File: src/core/abu_pkg.sv
// package for the address breakpoint unit
// assumes word-wide AHB-Lite register access, one clock domain
package abu_pkg;
	// ----------------------------------------
	// register indices (byte address = 4 * index)
	// ----------------------------------------
	localparam logic [15:0] IDX_ADDR_HIGH = 16'hfe0c; // break_address_high
	localparam logic [15:0] IDX_ADDR_LOW = 16'hfe0d; // break_address_low
	localparam logic [15:0] IDX_STATUS_CTRL = 16'hfe0e; // break_status_control
	localparam logic [15:0] IDX_FLAG_CTRL = 16'hfe0f; // flag_control_register
	localparam logic [15:0] IDX_WAIT_STATUS = 16'hfe10; // wait exit status
	localparam logic [15:0] IDX_IRQ_STATUS = 16'hfe11; // sticky events, write 1 clears
	localparam logic [15:0] IDX_IRQ_MASK = 16'hfe12; // event mask

	// ----------------------------------------
	// field positions
	// ----------------------------------------
	localparam int BIT_ENABLE = 7; // breakpoint_enable
	localparam int BIT_ACTIVE = 6; // breakpoint_active_flag
	localparam int BIT_FCE = 7; // flag_clear_enable
	localparam int BIT_WAIT_EXIT = 1; // wait_exit_by_break_flag
	localparam int EV_MATCH = 0; // address match break
	localparam int EV_SOFT = 1; // software break
	localparam int EV_WAIT = 2; // wait exited by break
	localparam int NUM_EV = 3; // number of events

	// ----------------------------------------
	// reset values
	// ----------------------------------------
	localparam logic [7:0] RST_BYTE = 8'h00; // all registers
	localparam logic [2:0] RST_EV = 3'h0; // status and mask

	// ----------------------------------------
	// ahb constants
	// ----------------------------------------
	localparam logic [1:0] HTRANS_NONSEQ = 2'h2; // nonsequential
	localparam logic HRESP_OKAY = 1'h0; // always okay

	// ----------------------------------------
	// types
	// ----------------------------------------
	// cpu-side inputs travelling together
	typedef struct packed {
		logic [15:0] addr; // cpu-generated address
		logic addr_valid; // address valid this bus cycle
		logic in_wait; // cpu in wait mode
		logic in_stop; // cpu in stop mode
		logic opcode_taken; // pulse: cpu took the break opcode
		logic return_done; // pulse: return from break routine
	} abu_cpu_t;

	// break sequence states, gray along idle-request-break
	typedef enum logic [1:0] {
		ST_IDLE = 2'h0,
		ST_REQ = 2'h1,
		ST_BRK = 2'h3
	} abu_state_t;
endpackage : abu_pkg

File: src/core/abu_cmp.sv
// address comparator of the breakpoint unit
// assumes the cpu address is synchronous to hclk
`timescale 1ns/10ps
module abu_cmp (
	// clock and reset
	input wire logic hclk,
	input wire logic hresetn,
	// compare inputs
	input wire logic [15:0] cpu_addr,
	input wire logic addr_valid,
	input wire logic enable,
	input wire logic in_stop,
	input wire logic [15:0] brk_addr,
	// result
	output logic hit_q
);
	// ----------------------------------------
	// match register
	// ----------------------------------------
	// full equality each bus cycle, gated by enable, dead in stop
	always_ff @(posedge hclk or negedge hresetn) begin
		if (!hresetn) begin
			hit_q <= 1'b0;
		end else begin
			hit_q <= addr_valid && enable && !in_stop && (cpu_addr == brk_addr);
		end
	end
endmodule : abu_cmp

File: src/core/abu_top.sv
// address breakpoint unit: registers, break sequence, cpu signals
// Functional notes
// - address match raises break request
// - writing one to active flag breaks
// - match on last cycle breaks immediately
// - timer counter stopped during break
// - watchdog off in break under test voltage
// - flag clear enable gates peripheral clears
// - works in wait; records wait exit
// - address match inactive in stop; registers kept
// - address bytes at fe0c/fe0d, reset zero
// - status control layout, low bits zero
// - enable gates match breaks; reset clears
// - match sets active; write zero clears
// assumes a single AHB-Lite master and a cpu on the same clock
`timescale 1ns/10ps
module abu_top (
	// clock and reset
	input wire logic hclk,
	input wire logic hresetn,
	// ahb-lite slave
	input wire logic hsel,
	input wire logic [31:0] haddr,
	input wire logic [1:0] htrans,
	input wire logic hwrite,
	input wire logic [2:0] hsize,
	input wire logic [31:0] hwdata,
	input wire logic hready,
	output logic [31:0] hrdata,
	output logic hreadyout,
	output logic hresp,
	// cpu side
	input wire abu_pkg::abu_cpu_t cpu,
	input wire logic test_voltage_on_reset,
	output logic break_request,
	output logic timer_stop,
	output logic watchdog_disable,
	output logic flag_clear_allow,
	// interrupt
	output logic irq
);
	// ----------------------------------------
	// declarations
	// ----------------------------------------
	logic [7:0] addr_high_q; // break_address_high
	logic [7:0] addr_low_q; // break_address_low
	logic enable_q; // breakpoint_enable
	logic active_q; // breakpoint_active_flag
	logic fce_q; // flag_clear_enable
	logic wait_exit_q; // wait_exit_by_break_flag
	logic [2:0] sts_q; // sticky events
	logic [2:0] mask_q; // event mask
	logic wr_pend_q; // write data phase pending
	logic rd_pend_q; // read data phase pending
	logic [29:0] wr_idx_q; // write word index
	logic [29:0] rd_idx_q; // read word index
	logic [31:0] hrdata_q; // read data
	logic hreadyout_q; // ready
	logic req_q; // break request to cpu
	logic tstop_q; // timer stop
	logic wdog_q; // watchdog disable
	logic fclr_q; // peripheral clear allow
	logic irq_q; // interrupt level
	abu_pkg::abu_state_t state_q; // break sequence
	abu_pkg::abu_state_t state_d; // next state
	logic cmp_hit; // address match this cycle
	logic accept; // address phase taken
	logic [7:0] wbyte; // written byte
	logic soft_brk; // software break write
	logic brk_ev; // any break event
	logic [2:0] ev; // event vector

	// ----------------------------------------
	// functions
	// ----------------------------------------
	// write strobe for one register index
	function automatic logic wr_hit(input logic pend, input logic [29:0] idx,
		input logic [15:0] reg_idx);
		wr_hit = pend && (idx == {14'h0000, reg_idx});
	endfunction : wr_hit

	// ----------------------------------------
	// comparator
	// ----------------------------------------
	abu_cmp u_cmp (
		.hclk(hclk),
		.hresetn(hresetn),
		.cpu_addr(cpu.addr),
		.addr_valid(cpu.addr_valid),
		.enable(enable_q),
		.in_stop(cpu.in_stop),
		.brk_addr({addr_high_q, addr_low_q}),
		.hit_q(cmp_hit)
	);

	// ----------------------------------------
	// bus decode
	// ----------------------------------------
	assign accept = hsel && hready && (htrans == abu_pkg::HTRANS_NONSEQ);
	assign wbyte = hwdata[7:0];
	// writing one to the active flag is a break request
	assign soft_brk = wr_hit(wr_pend_q, wr_idx_q, abu_pkg::IDX_STATUS_CTRL)
		&& wbyte[abu_pkg::BIT_ACTIVE];
	assign brk_ev = cmp_hit || soft_brk;
	assign ev = {brk_ev && cpu.in_wait, soft_brk, cmp_hit};

	// address phase capture; reads get one wait state
	always_ff @(posedge hclk or negedge hresetn) begin
		if (!hresetn) begin
			wr_pend_q <= 1'b0;
			rd_pend_q <= 1'b0;
			wr_idx_q <= 30'h00000000;
			rd_idx_q <= 30'h00000000;
		end else begin
			wr_pend_q <= accept && hwrite;
			rd_pend_q <= accept && !hwrite;
			if (accept) begin
				wr_idx_q <= haddr[31:2];
				rd_idx_q <= haddr[31:2];
			end
		end
	end

	// read data and ready; unmapped reads return zero
	always_ff @(posedge hclk or negedge hresetn) begin
		if (!hresetn) begin
			hrdata_q <= 32'h00000000;
			hreadyout_q <= 1'b1;
		end else if (accept && !hwrite) begin
			hreadyout_q <= 1'b0;
		end else if (rd_pend_q) begin
			hreadyout_q <= 1'b1;
			hrdata_q <= 32'h00000000;
			unique case (rd_idx_q)
				{14'h0000, abu_pkg::IDX_ADDR_HIGH}: hrdata_q[7:0] <= addr_high_q;
				{14'h0000, abu_pkg::IDX_ADDR_LOW}: hrdata_q[7:0] <= addr_low_q;
				{14'h0000, abu_pkg::IDX_STATUS_CTRL}: begin
					// low six bits read zero
					hrdata_q[7:0] <= {enable_q, active_q, 6'h00};
				end
				{14'h0000, abu_pkg::IDX_FLAG_CTRL}: hrdata_q[abu_pkg::BIT_FCE] <= fce_q;
				{14'h0000, abu_pkg::IDX_WAIT_STATUS}: begin
					hrdata_q[abu_pkg::BIT_WAIT_EXIT] <= wait_exit_q;
				end
				{14'h0000, abu_pkg::IDX_IRQ_STATUS}: hrdata_q[2:0] <= sts_q;
				{14'h0000, abu_pkg::IDX_IRQ_MASK}: hrdata_q[2:0] <= mask_q;
				default: hrdata_q <= 32'h00000000; // unmapped
			endcase
		end
	end

	// ----------------------------------------
	// registers written by software
	// ----------------------------------------
	// break address bytes; stop mode does not touch them
	always_ff @(posedge hclk or negedge hresetn) begin
		if (!hresetn) begin
			addr_high_q <= abu_pkg::RST_BYTE;
			addr_low_q <= abu_pkg::RST_BYTE;
		end else begin
			if (wr_hit(wr_pend_q, wr_idx_q, abu_pkg::IDX_ADDR_HIGH)) begin
				addr_high_q <= wbyte;
			end
			if (wr_hit(wr_pend_q, wr_idx_q, abu_pkg::IDX_ADDR_LOW)) begin
				addr_low_q <= wbyte;
			end
		end
	end
	// enable bit
	always_ff @(posedge hclk or negedge hresetn) begin
		if (!hresetn) begin
			enable_q <= 1'b0;
		end else if (wr_hit(wr_pend_q, wr_idx_q, abu_pkg::IDX_STATUS_CTRL)) begin
			enable_q <= wbyte[abu_pkg::BIT_ENABLE];
		end
	end
	// active flag: match sets, written value otherwise; set wins
	always_ff @(posedge hclk or negedge hresetn) begin
		if (!hresetn) begin
			active_q <= 1'b0;
		end else if (cmp_hit) begin
			active_q <= 1'b1;
		end else if (wr_hit(wr_pend_q, wr_idx_q, abu_pkg::IDX_STATUS_CTRL)) begin
			active_q <= wbyte[abu_pkg::BIT_ACTIVE];
		end
	end
	// flag clear enable
	always_ff @(posedge hclk or negedge hresetn) begin
		if (!hresetn) begin
			fce_q <= 1'b0;
		end else if (wr_hit(wr_pend_q, wr_idx_q, abu_pkg::IDX_FLAG_CTRL)) begin
			fce_q <= wbyte[abu_pkg::BIT_FCE];
		end
	end
	// wait exit flag: break while waiting sets, write zero clears
	always_ff @(posedge hclk or negedge hresetn) begin
		if (!hresetn) begin
			wait_exit_q <= 1'b0;
		end else if (brk_ev && cpu.in_wait) begin
			wait_exit_q <= 1'b1;
		end else if (wr_hit(wr_pend_q, wr_idx_q, abu_pkg::IDX_WAIT_STATUS)
			&& !wbyte[abu_pkg::BIT_WAIT_EXIT]) begin
			wait_exit_q <= 1'b0;
		end
	end

	// ----------------------------------------
	// break sequence
	// ----------------------------------------
	// request until the cpu takes the opcode, break until return
	always_comb begin
		state_d = state_q;
		unique case (state_q)
			abu_pkg::ST_IDLE: begin
				if (brk_ev) begin
					state_d = abu_pkg::ST_REQ;
				end
			end
			abu_pkg::ST_REQ: begin
				if (cpu.opcode_taken) begin
					state_d = abu_pkg::ST_BRK;
				end
			end
			abu_pkg::ST_BRK: begin
				if (cpu.return_done) begin
					state_d = abu_pkg::ST_IDLE;
				end
			end
			default: begin
				state_d = abu_pkg::ST_IDLE; // illegal code
			end
		endcase
	end
	// state register
	always_ff @(posedge hclk or negedge hresetn) begin
		if (!hresetn) begin
			state_q <= abu_pkg::ST_IDLE;
		end else begin
			state_q <= state_d;
		end
	end
	// request output, no extra delay after the match cycle
	always_ff @(posedge hclk or negedge hresetn) begin
		if (!hresetn) begin
			req_q <= 1'b0;
		end else begin
			req_q <= (state_d == abu_pkg::ST_REQ);
		end
	end
	// side effects during break
	always_ff @(posedge hclk or negedge hresetn) begin
		if (!hresetn) begin
			tstop_q <= 1'b0;
			wdog_q <= 1'b0;
			fclr_q <= 1'b1;
		end else begin
			tstop_q <= (state_d == abu_pkg::ST_BRK);
			wdog_q <= (state_d == abu_pkg::ST_BRK) && test_voltage_on_reset;
			fclr_q <= (state_d != abu_pkg::ST_BRK) || fce_q;
		end
	end

	// ----------------------------------------
	// interrupts
	// ----------------------------------------
	// sticky status, write one clears, set wins over clear
	always_ff @(posedge hclk or negedge hresetn) begin
		if (!hresetn) begin
			sts_q <= abu_pkg::RST_EV;
			mask_q <= abu_pkg::RST_EV;
		end else begin
			for (int i = 0; i < abu_pkg::NUM_EV; i++) begin
				if (ev[i]) begin
					sts_q[i] <= 1'b1;
				end else if (wr_hit(wr_pend_q, wr_idx_q, abu_pkg::IDX_IRQ_STATUS)
					&& wbyte[i]) begin
					sts_q[i] <= 1'b0;
				end
			end
			if (wr_hit(wr_pend_q, wr_idx_q, abu_pkg::IDX_IRQ_MASK)) begin
				mask_q <= wbyte[2:0];
			end
		end
	end
	// interrupt level
	always_ff @(posedge hclk or negedge hresetn) begin
		if (!hresetn) begin
			irq_q <= 1'b0;
		end else begin
			irq_q <= |(sts_q & mask_q);
		end
	end

	// ----------------------------------------
	// outputs
	// ----------------------------------------
	assign hrdata = hrdata_q;
	assign hreadyout = hreadyout_q;
	assign hresp = abu_pkg::HRESP_OKAY;
	assign break_request = req_q;
	assign timer_stop = tstop_q;
	assign watchdog_disable = wdog_q;
	assign flag_clear_allow = fclr_q;
	assign irq = irq_q;
endmodule : abu_top

File: config.mk
export PLATFORM = sky130hd
export DESIGN_NAME = abu_top
export DESIGN_NICKNAME = d
export VERILOG_FILES = /design/src/core/abu_pkg.sv /design/src/core/abu_cmp.sv /design/src/core/abu_top.sv
export SDC_FILE = /design/constraint.sdc
export NUM_CORES = 1
export LEC_CHECK = 0
export BUFFER_PORTS_ARGS = -buffer_cell sky130_fd_sc_hd__buf_2
export CELL_PAD_IN_SITES_DETAIL_PLACEMENT = 1
export CELL_PAD_IN_SITES_GLOBAL_PLACEMENT = 2
export CORE_MARGIN = 2
export CORE_UTILIZATION = 31
export CTS_CLUSTER_SIZE = 30
export DETAILED_ROUTE_END_ITERATION = 10
export PLACE_DENSITY = 0.75
export SYNTH_ARGS = -nofsm -noshare
export SYNTH_HDL_FRONTEND = slang
export SYNTH_HIERARCHICAL = 1
export SYNTH_SLANG_ARGS = --single-unit
File: constraint.sdc
create_clock -name hclk -period 2.2 [get_ports hclk]
set_input_delay 0.22 -clock hclk [delete_from_list [all_inputs] [get_ports hclk]]
set_output_delay 0.22 -clock hclk [all_outputs]
set_load 0.01 [all_outputs]
==> Flow_metrics.wiki <==
{| class="wikitable"
! Metric !! Value
|-
| Die outline height || 112 um
|-
| Worst Setup Slack, final || 0.0601 ns
|-
| GRT Residual Overflow || 0
|-
| First-pass iteration count of the detailed router || 4
|-
| Library cell with the highest instance count after synthesis || sky130_fd_sc_hd__dfrtp_1
|-
| Pin count of the biggest net entering global routing || 44
|-
| Unrepaired setup endpoints after global routing || true
|-
| Number of rows in the core area || 39
|-
| Total inserted antenna cells || 0
|-
| Post-synth top area share || 0.503
|-
| Count of buffers inserted at the top-level ports || 80
|-
| Synthesis warning total || 6
|-
| Overall track demand over capacity in global routing || 0.139
|-
| Maximum Capacitance Violations || 0
|-
| Switching part of the total || 0.253
|-
| Number of nets with antenna violations after routing || 0
|-
| Hold Crit Depth || 2
|-
| Detailed Route Iter0 Violations || 72
|-
| Level count of the clock H-tree || 3
|-
| Top cells by count, synth || sky130_fd_sc_hd__dfrtp_1 (73), sky130_fd_sc_hd__mux2_2 (44), sky130_fd_sc_hd__buf_4 (25)
|-
| Number of max-slew violations in the final report || 0
|-
| Cell depth of the worst flop-to-flop path || 7
|-
| Result of the run || completed
|-
| Pwr dens || 801 nW/um^2
|-
| Endpoint with the worst hold slack || break_request
|-
| Setup crit end kind || register
|-
| Placement-stage cell area || approximately 4100 sq um
|-
| Average wire length per cell after detail routing || 15.9 um
|-
| Main flop type after synthesis || sky130_fd_sc_hd__dfrtp_1
|-
| First-pass GRT wire length || 13600 um
|-
| Routability cong. || roughly 0.79
|-
| Sequential element share of the synthesized area || 0.518
|-
| Clock slew at reported path FFs || 0.06 ns
|-
| Post-route clock skew || around 0.0093 ns
|-
| Total wire length || about 8400 um
|-
| Share of flip-flops with an asynchronous set or reset || 1.00
|-
| Layout Cell Area excl Fill || ~4500 sq um
|-
| Power share of the clock group || 0.408
|-
| Layout-stage area growth over the synthesis result || 24.4%
|-
| Root buf cell || sky130_fd_sc_hd__clkbuf_16
|-
| Worst stage delay on the critical path || 0.39 ns
|-
| Number of design rule violations left after detail routing || 0
|-
| Hold path startpoint || cpu[1]
|-
| Worst hold slack || 0.0891 ns
|-
| Die Area || 12600 sq um
|-
| X dimension of the die || 112 um
|-
| Power share of the sequential group || 0.458
|-
| Path category of the worst min-delay check || in2reg
|-
| Slew at the pin with the worst max-slew slack || 0.610 ns
|-
| Reg-to-reg critical path endpoint || addr_low_q[7]
|-
| Crit start category || register
|-
| Crit path time final || 2.14 ns
|-
| Post-layout nets || 477
|-
| Mean cell area of the mapped netlist || 12.7 sq um
|-
| P_int || 2.70 mW
|-
| # clock sinks || 75
|-
| Fraction of the cycle the final worst path needs || 0.973
|-
| TritonCTS buffer count || 9
|-
| Power dissipated by switching net loads || 0.914 mW
|-
| Buffers from clock root to sink, at most || 2
|-
| Sequential cell area in the final layout || roughly 1900 sq um
|-
| Chain of cells forming the critical path || nor4_2 > nand3_1 > nor4_4 > buf_4 > and4_1 > buf_12 > mux2_4
|-
| Ranking of synthesized cells by area || sky130_fd_sc_hd__dfrtp_1 (50%), sky130_fd_sc_hd__mux2_2 (14%), sky130_fd_sc_hd__buf_4 (5.2%)
|-
| Filler cell count || between 1k and 1.5k
|-
| Fraction of layout instances using a drive strength above 1 || 0.453
|-
| Number of global-route vias before repair || roughly 2.6k
|-
| VDD IR-drop max || 500 uV
|-
| Area of the multi-input gates || between 1500 and 2000 sq um
|-
| Initial Utilization || 0.318
|-
| Comb pwr share || 0.134
|-
| Max Freq || roughly 470 MHz
|-
| Final Hold Fails || 0
|-
| Setup-violating endpoint count in the final report || 0
|-
| Worst setup slack before clock tree synthesis || 0.103 ns
|-
| Largest area contributor in the netlist || sky130_fd_sc_hd__dfrtp_1
|-
| CP Data Arrival Time || 2.35 ns
|-
| Required time of the critical path || between 2 and 2.5 ns
|-
| Number of antenna violations at the first check in global routing || 0
|-
| EDFF count, synth || 0
|-
| Core region area || 11400 sq um
|-
| Leak pwr || 2.25 nW
|-
| RR Startpoint || rd_idx_q[16]
|-
| Cell at the slowest stage of the critical path || sky130_fd_sc_hd__dfrtp_1
|-
| Yosys cell types || 44
|-
| Accumulated negative setup slack || 0 ns
|-
| Mapped Cells || 286
|-
| I/O pins || approximately 140
|-
| Start-to-end type of the worst setup path || reg2reg
|-
| Synthesized flop and latch total || 75
|-
| Via count || 2474
|-
| Clock latency at the later pin of the worst-skew pair || 0.33 ns
|-
| Cell area after synthesis || 3630 sq um
|-
| Setup slack on the worst flop-to-flop path || 0.06 ns
|-
| Peak fanout along the critical path || 8
|-
| Final HPWL from detailed placement || 6420 um
|-
| Average via count per standard cell || 4.68
|-
| Worst slew margin relative to its limit || 0.591
|-
| CTS tree || done
|}
[routing by layer]
layer | vias up | part of all wire | GRT usage
met5 | - | 0 | 0
met4 | 0 | 0.012 | 0.0480
met3 | 9 | 0.074 | 0.0535
met2 | 81 | 0.48 | 0.223
met1 | 1220 | 0.43 | 0.172
li1 | 1164 | - | -
[per-stage QoR]
step | util | total power [mW] | cells
floorplan | - | 1.98 | 310
global placement | 0.363 | 2.14 | 509
detailed placement | 0.363 | 2.17 | 509
CTS | 0.390 | 3.68 | 526
global route | 0.395 | 3.80 | 529
finish | 0.395 | 3.62 | 529
[worst max path at each step]
| stage | end | depth (start not counted) | slack [ns] | from |
|---|---|---|---|---|
| finish | addr_low_q[7] | 7 | 0.06 | rd_idx_q[16] |
| global route | addr_high_q[1] | 7 | -0.04 | rd_idx_q[24] |
| CTS | addr_high_q[0] | 6 | 0.09 | rd_idx_q[24] |
| detailed placement | addr_high_q[1] | 6 | 0.10 | rd_idx_q[24] |
| global placement | addr_high_q[6] | 6 | 0.12 | rd_idx_q[5] |
| floorplan | addr_low_q[0] | 6 | 0.31 | rd_idx_q[6] |
[placed cells by master, fill, tap and decap left out, types with 3 or more instances in the layout]
master,n
sky130_fd_sc_hd__xor2_1,16
sky130_fd_sc_hd__clkbuf_16,9
sky130_fd_sc_hd__mux2_2,43
sky130_fd_sc_hd__a22oi_1,3
sky130_fd_sc_hd__nor2b_1,5
sky130_fd_sc_hd__nor4_2,4
sky130_fd_sc_hd__nand4_1,5
sky130_fd_sc_hd__and2_1,5
sky130_fd_sc_hd__mux2_4,10
sky130_fd_sc_hd__inv_1,4
sky130_fd_sc_hd__nor3_1,3
sky130_fd_sc_hd__buf_2,80
sky130_fd_sc_hd__nor2_1,9
sky130_fd_sc_hd__dfrtp_1,73
sky130_fd_sc_hd__conb_1,25
sky130_fd_sc_hd__and3_1,4
sky130_fd_sc_hd__mux2i_1,5
sky130_fd_sc_hd__nor4_1,3
sky130_fd_sc_hd__buf_4,10
sky130_fd_sc_hd__o21ai_0,11
sky130_fd_sc_hd__nand3_1,3
sky130_fd_sc_hd__nand2_1,16
[timing repair]
action	in CTS	in global routing
resized for setup	0	5
hold endpoints to repair	4	0
setup endpoints to repair	0	12
hold buffers	1	0
setup buffers	0	3
[final cells by class]
cell class / instances / area share
Clock buffer: 10 / 0.0529
Inverter: 4 / 0.00333
Sequential cell: 75 / 0.416
Timing Repair Buffer: 94 / 0.120
Tap cell: 143 / 0.0396
Clock inverter: 6 / 0.0144
Multi-Input combinational cell: 197 / 0.354
[cell families after synthesis]
| group | share of synthesized area |
|---|---|
| buffers and inverters | 0.0714 |
| AND/OR/NAND/NOR | 0.127 |
| multiplexers | 0.197 |
| flip-flops | 0.518 |
| AO/OA/AOI/OAI | 0.0479 |
| other | 0.00103 |
| XOR/XNOR | 0.0386 |
[worst max-delay path, delay by kind of cell (launching register included)]
kind / cells / cell delay (ns)
buf+inv: 2 / 0.32
flops: 1 / 0.39
mux: 1 / 0.30
simple gates: 4 / 0.99
[state kept, by name, indices dropped and copies added (netlist names), 2 cells and up]
| signal | cells |
|---|---|
| addr_low_q | 8 |
| state_q | 2 |
| hrdata | 8 |
| rd_idx_q | 30 |
| mask_q | 3 |
| sts_q | 3 |
| addr_high_q | 8 |
[power groups by stage]
stage / clock [mW] / sequential (mW) / combinational, mW
4_1_cts: 1.53 / 1.65 / 0.490
3_3_place_gp: 0 / 1.67 / 0.474
2_1_floorplan: 0 / 1.63 / 0.353
6_report: 1.48 / 1.66 / 0.484
5_1_grt: 1.58 / 1.68 / 0.543
3_5_place_dp: 0 / 1.68 / 0.488
No activity file was read; power rests on OpenSTA's default activity.
